$ cat config.mk
export PLATFORM = sky130hd
export DESIGN_NAME = nfcf_p2p_tx_sequencer
export DESIGN_NICKNAME = d
export VERILOG_FILES = /design/src/logic/nfcf_pkg.sv /design/src/logic/nfcf_p2p_tx_sequencer.sv
export VERILOG_INCLUDE_DIRS = /design/src /design/src/logic
export SDC_FILE = /design/constraint.sdc
export NUM_CORES = 1
export LEC_CHECK = 0
export ABC_AREA = 1
export BUFFER_PORTS_ARGS = -buffer_cell sky130_fd_sc_hd__buf_2
export CAP_MARGIN = 10
export CELL_PAD_IN_SITES_DETAIL_PLACEMENT = 2
export CELL_PAD_IN_SITES_GLOBAL_PLACEMENT = 2
export CORE_AREA = 5 5 181 183
export CTS_CLUSTER_DIAMETER = 30
export DETAILED_ROUTE_END_ITERATION = 7
export DIE_AREA = 0 0 186 188
export PLACE_DENSITY_LB_ADDON = 0.1
export SYNTH_ARGS = -nofsm -noshare
export SYNTH_HDL_FRONTEND = slang
export SYNTH_SLANG_ARGS = --single-unit
$ cat constraint.sdc
create_clock -name clk_in -period 3.1 [get_ports clk_in]
set_input_delay 0.155 -clock clk_in [delete_from_list [all_inputs] [get_ports clk_in]]
set_output_delay 0.155 -clock clk_in [all_outputs]
set_load 0.005 [all_outputs]
$ cat src/logic/nfcf_consts.svh
`ifndef NFCF_CONSTS_SVH
`define NFCF_CONSTS_SVH
// ==========================================================================
// register map, six-bit addresses on the serial port
`define NFCF_REG_PROT        6'h01
`define NFCF_REG_STAT        6'h1c
`define NFCF_REG_LEN1        6'h1d
`define NFCF_REG_LEN2        6'h1e
`define NFCF_REG_FIFO        6'h1f
// host-side receiver filter and fifo level registers, not held in this block
`define NFCF_REG_RXFILT      6'h0a
`define NFCF_REG_FIFOLVL     6'h14
// ==========================================================================
// reset values
`define NFCF_PROT_RESET      8'h21
`define NFCF_LEN_RESET       8'h00
// ==========================================================================
// direct command codes, sent with bit 7 of the first byte set
`define NFCF_CMD_FIFO_RESET  7'h0f
`define NFCF_CMD_TX_CRC      7'h11
// ==========================================================================
// command byte fields
`define NFCF_B_CMD           7
`define NFCF_B_READ          6
// ==========================================================================
// protocol select fields
`define NFCF_P_OWN_FIELD     4
`define NFCF_P_RATE_LO       0
`define NFCF_P_RATE_HI       3
`define NFCF_RATE_212        4'h2
`define NFCF_RATE_424        4'h3
// ==========================================================================
// fifo and crc
`define NFCF_FIFO_DEPTH      16
`define NFCF_FIFO_AW         4
`define NFCF_CRC_POLY        16'h1021
`define NFCF_CRC_INIT        16'h0000
// ==========================================================================
// host timing in clock cycles at 20 ns: guard time and protocol settle time
`define NFCF_GUARD_CYCLES    2800
`define NFCF_SETTLE_CYCLES   50000
`endif

$ cat src/logic/nfcf_pkg.sv
package nfcf_pkg;
  // ========================================================================
  // transmit engine states, one-hot
  typedef enum logic [2:0]
  {
    NFCF_ST_IDLE = 3'b001,
    NFCF_ST_DATA = 3'b010,
    NFCF_ST_CRC  = 3'b100
  } nfcf_state_t;
endpackage
$ cat src/logic/nfcf_p2p_tx_sequencer.sv
`timescale 1ns/1ps
`include "nfcf_consts.svh"
module nfcf_p2p_tx_sequencer
  import nfcf_pkg::*;
(
  input  wire logic       clk_in,
  input  wire logic       resetn_in,
  input  wire logic       spi_sclk_in,
  input  wire logic       spi_csn_in,
  input  wire logic       spi_mosi_in,
  output logic            spi_miso_out,
  output logic [7:0]      tx_data_out,
  output logic            tx_valid_out,
  input  wire logic       tx_ready_in,
  output logic            field_on_out,
  output logic            load_mod_out,
  output logic            rate_424_out
);
  // ========================================================================
  // serial register port
  logic [7:0]                  prot_q;
  logic [7:0]                  len1_q;
  logic [7:0]                  len2_q;
  logic                        sclk_q;
  logic [6:0]                  sh_q;
  logic [2:0]                  bit_q;
  logic                        first_q;
  logic                        rd_q;
  logic [5:0]                  addr_q;
  logic [7:0]                  rsh_q;
  logic                        rise;
  logic                        fall;
  logic                        byte_done;
  logic [7:0]                  rx_byte;
  logic                        cmd_reset;
  logic                        cmd_tx;
  logic                        wr_en;
  logic [7:0]                  rd_val;
  logic [5:0]                  rd_addr;

  assign rise      = spi_sclk_in & ~sclk_q & ~spi_csn_in;
  assign fall      = ~spi_sclk_in & sclk_q & ~spi_csn_in;
  assign rx_byte   = {sh_q, spi_mosi_in};
  assign byte_done = rise && (bit_q == 3'h7);
  assign cmd_reset = byte_done && first_q && rx_byte[`NFCF_B_CMD]
                     && (rx_byte[6:0] == `NFCF_CMD_FIFO_RESET);
  assign cmd_tx    = byte_done && first_q && rx_byte[`NFCF_B_CMD]
                     && (rx_byte[6:0] == `NFCF_CMD_TX_CRC);
  assign wr_en     = byte_done && !first_q && !rd_q;
  assign rd_addr   = first_q ? rx_byte[5:0] : addr_q;

  // bit framing; chip select high restarts a transaction
  always_ff @(posedge clk_in)
  begin
    if (!resetn_in || spi_csn_in)
    begin
      sclk_q  <= 1'b0;
      sh_q    <= 7'h00;
      bit_q   <= 3'h0;
      first_q <= 1'b1;
      rd_q    <= 1'b0;
      addr_q  <= 6'h00;
    end
    else
    begin
      sclk_q <= spi_sclk_in;
      if (rise)
      begin
        sh_q  <= rx_byte[6:0];
        bit_q <= bit_q + 3'h1;
      end
      if (byte_done)
      begin
        first_q <= 1'b0;
        if (first_q)
        begin
          rd_q   <= rx_byte[`NFCF_B_READ];
          addr_q <= rx_byte[5:0];
        end
        else if (addr_q != `NFCF_REG_FIFO)
          addr_q <= addr_q + 6'h01; // burst walks up, fifo address stays put
      end
    end
  end

  // writable registers
  always_ff @(posedge clk_in)
  begin
    if (!resetn_in)
    begin
      prot_q <= `NFCF_PROT_RESET;
      len1_q <= `NFCF_LEN_RESET;
      len2_q <= `NFCF_LEN_RESET;
    end
    else if (wr_en)
    begin
      case (addr_q)
        `NFCF_REG_PROT: prot_q <= rx_byte;
        `NFCF_REG_LEN1: len1_q <= rx_byte;
        `NFCF_REG_LEN2: len2_q <= rx_byte;
        default: ;
      endcase
    end
  end

  // ========================================================================
  // payload fifo and transmit engine
  logic [7:0]                  mem_q [`NFCF_FIFO_DEPTH];
  logic [`NFCF_FIFO_AW-1:0]    wp_q;
  logic [`NFCF_FIFO_AW-1:0]    rp_q;
  logic [`NFCF_FIFO_AW:0]      cnt_q;
  logic                        ovf_q;
  nfcf_state_t                 st_q;
  logic [11:0]                 left_q;
  logic [15:0]                 crc_q;
  logic                        crc_lo_q;
  logic                        push;
  logic                        pop;
  logic                        b_push;
  logic [7:0]                  b_in;
  logic                        b_room;

  assign push = wr_en && (addr_q == `NFCF_REG_FIFO) && (cnt_q != 5'h10);
  assign pop  = (st_q == NFCF_ST_DATA) && (left_q != 12'h000)
                && (cnt_q != 5'h00) && b_room;

  // status read: busy, overflow, fill level
  always_comb
  begin
    case (rd_addr)
      `NFCF_REG_PROT: rd_val = prot_q;
      `NFCF_REG_LEN1: rd_val = len1_q;
      `NFCF_REG_LEN2: rd_val = len2_q;
      `NFCF_REG_STAT: rd_val = {(st_q != NFCF_ST_IDLE), ovf_q, 1'b0, cnt_q};
      default:        rd_val = 8'h00;
    endcase
  end

  // read data shifts out on falling edges, msb first
  always_ff @(posedge clk_in)
  begin
    if (!resetn_in)
    begin
      rsh_q        <= 8'h00;
      spi_miso_out <= 1'b0;
    end
    else if (byte_done && (first_q ? rx_byte[`NFCF_B_READ] : rd_q))
      rsh_q <= rd_val;
    else if (fall)
    begin
      spi_miso_out <= rsh_q[7];
      rsh_q        <= {rsh_q[6:0], 1'b0};
    end
  end

  // crc-16 over one byte, msb first
  function automatic logic [15:0] crc_step(input logic [15:0] c, input logic [7:0] d);
    logic [15:0] r;
    r = c ^ {d, 8'h00};
    for (int i = 0; i < 8; i++)
      r = r[15] ? ({r[14:0], 1'b0} ^ `NFCF_CRC_POLY) : {r[14:0], 1'b0};
    return r;
  endfunction

  // fifo storage; a reset command drops everything held
  always_ff @(posedge clk_in)
  begin
    if (!resetn_in || cmd_reset)
    begin
      wp_q  <= '0;
      rp_q  <= '0;
      cnt_q <= '0;
      ovf_q <= 1'b0;
    end
    else
    begin
      if (push)
      begin
        mem_q[wp_q] <= rx_byte;
        wp_q        <= wp_q + 4'h1;
      end
      if (pop)
        rp_q <= rp_q + 4'h1;
      cnt_q <= cnt_q + {4'h0, push} - {4'h0, pop};
      if (wr_en && (addr_q == `NFCF_REG_FIFO) && !push)
        ovf_q <= 1'b1; // a full fifo drops the byte, flag stays until reset
    end
  end

  // frame sender: payload count from the length pair, then two crc bytes
  always_ff @(posedge clk_in)
  begin
    if (!resetn_in || cmd_reset)
    begin
      st_q     <= NFCF_ST_IDLE;
      left_q   <= 12'h000;
      crc_q    <= `NFCF_CRC_INIT;
      crc_lo_q <= 1'b0;
    end
    else
    begin
      case (st_q)
        NFCF_ST_IDLE:
        begin
          if (cmd_tx)
          begin
            st_q   <= NFCF_ST_DATA;
            crc_q  <= `NFCF_CRC_INIT;
            left_q <= {len1_q, len2_q[7:4]};
          end
        end
        NFCF_ST_DATA:
        begin
          // length may still be written after the command, so follow it
          // every popped byte enters the crc, even when the length is rewritten
          if (pop)
            crc_q <= crc_step(crc_q, mem_q[rp_q]);
          if (wr_en && (addr_q == `NFCF_REG_LEN1 || addr_q == `NFCF_REG_LEN2))
            left_q <= (addr_q == `NFCF_REG_LEN1) ? {rx_byte, len2_q[7:4]}
                                                 : {len1_q, rx_byte[7:4]};
          else if (pop)
            left_q <= left_q - 12'h001;
          else if ((left_q == 12'h000) && ({len1_q, len2_q[7:4]} != 12'h000))
          begin
            st_q     <= NFCF_ST_CRC;
            crc_lo_q <= 1'b0;
          end
        end
        NFCF_ST_CRC:
        begin
          if (b_room)
          begin
            crc_lo_q <= 1'b1;
            if (crc_lo_q)
              st_q <= NFCF_ST_IDLE;
          end
        end
        default: st_q <= NFCF_ST_IDLE;
      endcase
    end
  end

  assign b_push = pop || ((st_q == NFCF_ST_CRC) && b_room);
  assign b_in   = pop ? mem_q[rp_q] : (crc_lo_q ? crc_q[7:0] : crc_q[15:8]);

  // ========================================================================
  // two-entry buffer toward the modulator; a stalled receiver loses nothing
  logic [7:0]                  b1_q;
  logic                        b1v_q;
  logic                        take;

  assign take   = tx_valid_out && tx_ready_in;
  assign b_room = !b1v_q;

  always_ff @(posedge clk_in)
  begin
    if (!resetn_in || cmd_reset)
    begin
      tx_valid_out <= 1'b0;
      tx_data_out  <= 8'h00;
      b1v_q        <= 1'b0;
      b1_q         <= 8'h00;
    end
    else
    begin
      if (!tx_valid_out || take)
      begin
        tx_valid_out <= b1v_q || b_push;
        tx_data_out  <= b1v_q ? b1_q : b_in;
        b1v_q        <= b1v_q && b_push;
        b1_q         <= b_in;
      end
      else if (b_push)
      begin
        b1v_q <= 1'b1;
        b1_q  <= b_in;
      end
    end
  end

  // ========================================================================
  // rf front-end steering from protocol select
  always_ff @(posedge clk_in)
  begin
    if (!resetn_in)
    begin
      field_on_out <= 1'b0;
      load_mod_out <= 1'b0;
      rate_424_out <= 1'b0;
    end
    else
    begin
      field_on_out <= prot_q[`NFCF_P_OWN_FIELD];
      load_mod_out <= !prot_q[`NFCF_P_OWN_FIELD];
      rate_424_out <= (prot_q[`NFCF_P_RATE_HI:`NFCF_P_RATE_LO] == `NFCF_RATE_424);
    end
  end

  // ========================================================================
  // checks
  chk_fifo_reset_empty: assert property (@(posedge clk_in) disable iff (!resetn_in)
    cmd_reset |=> (cnt_q == 5'h00) && (st_q == NFCF_ST_IDLE) && !tx_valid_out)
    else $error("fifo not empty after reset command");
  chk_tx_cmd_start: assert property (@(posedge clk_in) disable iff (!resetn_in)
    (cmd_tx && st_q == NFCF_ST_IDLE) |=> (st_q == NFCF_ST_DATA))
    else $error("transmit command did not start the frame");
  chk_crc_two_bytes: assert property (@(posedge clk_in) disable iff (!resetn_in || cmd_reset)
    (st_q == NFCF_ST_CRC && b_room && crc_lo_q) |=> (st_q == NFCF_ST_IDLE))
    else $error("crc phase did not end after low byte");
  chk_load_mod_mode: assert property (@(posedge clk_in) disable iff (!resetn_in)
    $past(resetn_in) |-> (load_mod_out == !$past(prot_q[`NFCF_P_OWN_FIELD]))
                         && (field_on_out != load_mod_out))
    else $error("target not load modulating");
  chk_field_select: assert property (@(posedge clk_in) disable iff (!resetn_in)
    (wr_en && addr_q == `NFCF_REG_PROT) |=> ##1 (field_on_out == $past(rx_byte[4], 2)))
    else $error("field modulation does not follow protocol select");
  chk_rate_select: assert property (@(posedge clk_in) disable iff (!resetn_in)
    (wr_en && addr_q == `NFCF_REG_PROT && rx_byte[3:0] == `NFCF_RATE_212) |=> ##1 !rate_424_out)
    else $error("212 kbps setting gave 424 kbps");
  chk_buffer_hold: assert property (@(posedge clk_in) disable iff (!resetn_in || cmd_reset)
    (tx_valid_out && !tx_ready_in) |=> (tx_valid_out && $stable(tx_data_out)))
    else $error("stalled output word changed");
  chk_pop_in_data: assert property (@(posedge clk_in) disable iff (!resetn_in)
    (pop && !cmd_reset && !(wr_en && (addr_q == `NFCF_REG_LEN1
                                      || addr_q == `NFCF_REG_LEN2)))
      |=> (left_q == $past(left_q) - 12'h001))
    else $error("payload count did not follow a fifo pop");
  cov_frame_done: cover property (@(posedge clk_in) disable iff (!resetn_in)
    (st_q == NFCF_ST_CRC) ##1 (st_q == NFCF_ST_IDLE));
  cov_stall: cover property (@(posedge clk_in) disable iff (!resetn_in)
    tx_valid_out && !tx_ready_in && b1v_q);
  cov_reset_mid_frame: cover property (@(posedge clk_in) disable iff (!resetn_in)
    cmd_reset && (st_q == NFCF_ST_DATA));
endmodule

* Word-level counts from Yosys, hierarchy flattened
Memory sizes are Yosys's and may differ from the RTL's. A register that Yosys moved wholly into a read port is not among the register bits.
Cells that the tools add are included.
** Storage, ports and cells
- Memory bits (writable) :: 128
- Output and inout port bits :: 13
- Bits in registers :: 119
- Memories kept :: 1
- Bits of input ports :: 6
** Operators by class
- Bitwise logic cells :: 17
- Reductions and logical operators :: 50
- Add/sub/neg operators :: 7
- Muxes and demuxes :: 47
- Equal/unequal tests :: 26
** Memory list
- mem_q :: depth 16, width 8, read ports 1, clocked after Yosys merged registers in 1, wr ports 1, line nfcf_p2p_tx_sequencer.sv:108 : logic [7:0] mem_q [`NFCF_FIFO_DEPTH];
** Operators with widths (count)
- 13-bit two-way mux :: 8
- 8-bit two-way mux :: 7
- 12-bit two-way mux :: 4
- 6-bit by 5-bit == test with 1-bit output, second input constant :: 6
- 16-bit two-way mux :: 2
- 16-bit one-hot mux with 2 select lines :: 1
- 8-bit one-hot mux with 4 select lines :: 1
- 3-bit inverter :: 8
- 12-bit one-hot mux with 2 select lines :: 1
- 12-bit nonzero test :: 2
- 1-bit logical AND :: 19
- 3-bit two-way mux :: 6
- 6-bit two-way mux :: 3
- 16-bit XOR :: 1
- 6-bit by 1-bit == test with 1-bit output, second input constant :: 2
- 12-bit zero test :: 1
- 2-bit != test, second input constant :: 6
- 12-bit by 1-bit subtractor with 12-bit output, second input constant :: 1
- 1-bit two-way mux :: 10
- 2-bit AND reduction :: 5
- 2-bit nonzero test :: 5
- 3-bit one-hot mux with 3 select lines :: 1
- 4-bit by 1-bit adder with 4-bit output, second input constant :: 2
- 4-bit two-way mux :: 2
- other kinds (24) :: 43

* Longest topological paths before layout
- Depth in word-level cells :: 19
- Gate-level depth with buffers :: 20

* Worst setup path after synthesis
Ideal clock, no wire load.
- Path type :: flip-flop to flip-flop
- Start :: register left_q[0]
- End :: register cnt_q[4]
- Library setup time :: 0.116 ns
- Path slack :: 0.257 ns
- Clock period less this slack :: 2.843 ns
- Buffers on the path :: 1
- Data required time :: 2.984 ns
- Arrival time :: 2.727 ns
- Stages on the path, launching flop included :: 21
- Path through :: dfxtp_1 > inv_1 > ha_1 > nand4_1 > nor2_1 > nand3_1 > nand2_1 > inv_2 > buf_1 > ha_1 > inv_1 > ha_1 > inv_1 > fa_1 > inv_1 > a21oi_1 > nor2_1 > nor2_1 > xor2_1 > inv_1 > nor2_1
** Between the ends
- Cells in the longest elaborated chain, start to end :: 5
** Ends and longest elaborated chain
- start: declaration :: line nfcf_p2p_tx_sequencer.sv:114 : logic [11:0] left_q;
- start signal: assignment :: line nfcf_p2p_tx_sequencer.sv:209 : left_q <= {len1_q, len2_q[7:4]};
- start signal: assignment :: line nfcf_p2p_tx_sequencer.sv:219 : left_q <= (addr_q == `NFCF_REG_LEN1) ? {rx_byte, len2_q[7:4]}
- start signal: assignment :: line nfcf_p2p_tx_sequencer.sv:222 : left_q <= left_q - 12'h001;
- 12-bit nonzero test :: line nfcf_p2p_tx_sequencer.sv:124 : assign pop = (st_q == NFCF_ST_DATA) && (left_q != 12'h000)
- 1-bit logical AND :: line nfcf_p2p_tx_sequencer.sv:124
- 1-bit logical AND (2 in a row) :: line nfcf_p2p_tx_sequencer.sv:125 : && (cnt_q != 5'h00) && b_room;
- net pop :: line nfcf_p2p_tx_sequencer.sv:118 : logic pop;
- 5-bit by 1-bit subtractor with 5-bit output :: line nfcf_p2p_tx_sequencer.sv:184 : cnt_q <= cnt_q + {4'h0, push} - {4'h0, pop};
- end signal: assignment :: line nfcf_p2p_tx_sequencer.sv:184
- end: declaration :: line nfcf_p2p_tx_sequencer.sv:111 : logic [`NFCF_FIFO_AW:0] cnt_q;
The timed path passes the listed nets, and every way through them passes these cells.
A chain may end at the register's enable or synchronous reset.

* Worst setup path in the final report
- Start :: register left_q[0]
- End :: register cnt_q[4]
** Between the ends
- Cells in the longest elaborated chain, start to end :: 5
** Ends and longest elaborated chain (line)
- 12-bit nonzero test :: nfcf_p2p_tx_sequencer.sv:124
- 1-bit logical AND :: nfcf_p2p_tx_sequencer.sv:124
- 1-bit logical AND (2 in a row) :: nfcf_p2p_tx_sequencer.sv:125
- 5-bit by 1-bit subtractor with 5-bit output :: nfcf_p2p_tx_sequencer.sv:184
No other way between the ends.

==> out/qor.csv <==
stage,metric,value,unit
synth,synth_top_area_cell,edfxtp_1,
die,die_w,186,µm
clock_network,clk_path_buf_depth,3,
sta,timing.fmax,352.0,MHz
setup_path,slowest_stage,fa_1,
finish,multi_input_area,4722,µm²
sta,finalSetupTns,0,ns
finish,register_area,6307,µm²
synth,syn-mean-instance-area,8.308,µm²
clock_network,cts_tree,done,
synth,synth_ff_type,edfxtp_1,
outcome,outcome,finished clean,
power_and_ir_drop,p_per_area,822.6,nW/µm²
finish,diodes,0,
drt,ant_nets,0,
setup_path,reg2reg_depth,19,
setup_path,critPathMaxFanout,3,
finish,layout_common_cells,"371 x nand2_1, 164 x inv_1, 155 x nand3_1, 128 x edfxtp_1, 122 x dfxtp_1",
synth,synth_edf_count,128,
global_routing,gr-total-overflow,0,
drt,drtIter0Drc,552,
sta,rsz0062_at_grt,false,
sta,drv_slew,0,
place,dpl_worst_slack,0.1222,ns
synth,yosys-top-cells-area,"edfxtp_1 32%, dfxtp_1 21%, nand2_1 12%",
place,portBuffers,18,
drt,finalWirelength,44930,µm
hold_path,min_delay_path_depth,5,
die,die_height,188,µm
global_routing,grt_max_degree,74,
hold_path,hold_path.class,in2reg,
drt,viasPerCell,5.432,
sta,fin_crit_sh,0.9165,
clock_network,numClockSinks,251,
synth,ys_ff_latch,251,
finish,num-fill-cells,3347,
finish,fin_area,14970,µm²
clock_network,cts_htree_levels,3,
drt,num_vias,10710,
synth,syn_inst,1432,
die,start_util,0.3830,
place,gp_congestion,0.8245,
setup_path,endpoint_kind,flop,
drt,top_layer,met4,
synth,ys_async_sr_fraction,0,
sta,setup_viol,0,
setup_path,timing.critical_path.mode_cell,inv_1,
sta,layout_min_cycle_time,2.841,ns
drt,drt_pass1_iterations,5,
place,placed_cell_area,12610,µm²
power_and_ir_drop,p_total,12310,µW
global_routing,grt_first_pass_wirelength,70500,µm
clock_network,cts-root-buf,clkbuf_16,
sta,fin_ws,0.2588,ns
synth,syn_nets,1456,
sta,worst_clock_skew,0.03447,ns
setup_path,crit_type,reg2reg,
synth,ys_warn_count,0,
die,io_pins,19,
drt,drc,0,
global_routing,grt_pass1_vias,12230,
place,hpwl,27190,µm
die,num_rows,65,
finish,fin_nets,1541,
finish,drive_above_1_share,0.1433,
synth,synth.cell_area,11900,µm²
drt,met1_length,18590,µm
clock_network,clkTransAtPathRegs,0.04,ns
synth,synth-seq-area-share,0.5300,
setup_path,cp.arrival,3.28,ns
finish,fin_cells,1972,
global_routing,grt_usage,0.2603,
job,cap_violations,0,
place,dp.cells,1844,
drt,dr_wl_met3,1368,µm
setup_path,startpoint_type,flop,
synth,synthDistinctLibCells,47,
die,core,31070,µm²
sta,hold_viol_final,0,
drt,avgRoutedWirePerCell,22.78,µm
power_and_ir_drop,p_leak,0.006152,µW
clock_network,clkLatencyLatePin,0.58,ns
setup_path,slowest_delay,0.37,ns
finish,syn_to_final_growth,25.80,%
synth,synth_top_area_share,0.3231,
drt,dr_wl_met2,23130,µm
clock_network,cts_made_buffers,68,
sta,worst_pin_slew,0.7765,ns
die,die_area,34970,µm²
setup_path,cp_data_required_time,3.54,ns
global_routing,grt_antenna_before_repair,0,
finish,final_common_cell,nand2_1,
setup_path,worstPathCellList,inv_1 -> ha_1 -> nand4_1 -> nor2_2 -> nand3_1 -> nand2_1 -> inv_2 -> ha_1 -> inv_1 -> ha_1 -> inv_1 -> fa_1 -> inv_1 -> a21oi_1 -> nor2_1 -> nor2_1 -> xor2_1 -> inv_1 -> nor2_1,
sta,slew_headroom,0.4784,
power_and_ir_drop,ir_drop,0.5341,mV
sequential cells by signal (all words and copies together), names as in the netlist, 3 cells and up, named ones only:
signal / flops
tx_data_out: 8
mem_q: 128
addr_q: 6
len1_q: 8
left_q: 12
bit_q: 3
cnt_q: 5
crc_q: 16
sh_q: 7
prot_q: 8
rsh_q: 8
wp_q: 4
rp_q: 4
len2_q: 8
b1_q: 8
st_q: 3
cell usage after synthesis (all sizes together), types with 2 or more instances:
cell type / n
a211oi: 3
a21oi: 97
a22o: 2
a22oi: 3
a31oi: 11
buf: 32
clkbuf: 22
dfxtp: 123
edfxtp: 128
ha: 17
inv: 169
nand2: 379
nand3: 156
nand3b: 2
nand4: 7
nor2: 84
nor3: 17
nor4: 4
o211ai: 21
o21a: 4
o21ai: 111
o221ai: 2
o22ai: 3
o31ai: 2
or2: 17
xor2: 8
metal layers:
| layer | vias up | global-route usage |
|---|---|---|
| met5 | - | 0 |
| met4 | 0 | 0.1101 |
| met3 | 102 | 0.04268 |
| met2 | 199 | 0.4645 |
| met1 | 5422 | 0.3064 |
| li1 | 4988 | - |
area by class of cell:
class / count / area share
Inverter: 170 / 0.04263
Sequential cell: 251 / 0.4214
Tap cell: 402 / 0.03361
Clock inverter: 41 / 0.03193
Timing Repair Buffer: 69 / 0.03361
Multi-Input combinational cell: 957 / 0.3155
Clock buffer: 82 / 0.1213
cells by family (layout without fill, tap and decap cells):
logic type / count (synthesis) / in the layout / synth area share
adder cells (fa/ha/maj): 18 / 18 / 0.01956
AO/OA/AOI/OAI: 263 / 263 / 0.1224
XOR/XNOR: 8 / 8 / 0.005889
AND/OR/NAND/NOR: 668 / 668 / 0.2473
flip-flops: 251 / 251 / 0.5300
buffers and inverters: 224 / 362 / 0.07477
metrics by stage:
step / util / hold WS [ns]
after floorplan: - / 0.2539
after global placement: 0.4059 / 0.4014
after detailed placement: 0.4059 / 0.4159
after CTS: 0.4804 / 0.03226
after global routing: 0.4818 / 0.06829
final: 0.4818 / 0.04843
repair_timing:
action                                 CTS  global route
hold buffers                             2             0
endpoints found under the hold margin    2             0
resized for setup                        0             5
buffers inserted                         0             3
setup endpoints to repair                0             1
worst max-delay path, delay by kind of cell, from the launching register on:
| family | cells | cell delay [ns] |
|---|---|---|
| buffers and inverters | 6 | 0.39 |
| adders and majority gates | 4 | 1.01 |
| AOI/OAI and AO/OA | 1 | 0.07 |
| and+or+nand+nor | 7 | 0.81 |
| DFF | 1 | 0.32 |
| xor gates and xnor gates | 1 | 0.13 |
power breakdown:
part / total, µW / switching, µW / internal, µW
sequential: 3750 / 125 / 3620
clock: 7020 / 2310 / 4710
combinational: 1540 / 1030 / 512
total: 12300 / 3470 / 8840
path summary, 6_finish.rpt:
kind                            slack [ns]             end         from
worst max register to register        0.26        cnt_q[4]    left_q[0]
worst min-delay path                  0.05  tx_data_out[1]  tx_ready_in
worst min register to register        0.44    load_mod_out    prot_q[4]
worst max-delay path                  0.26        cnt_q[4]    left_q[0]
Note: power is estimated with default switching activity, not from simulation.
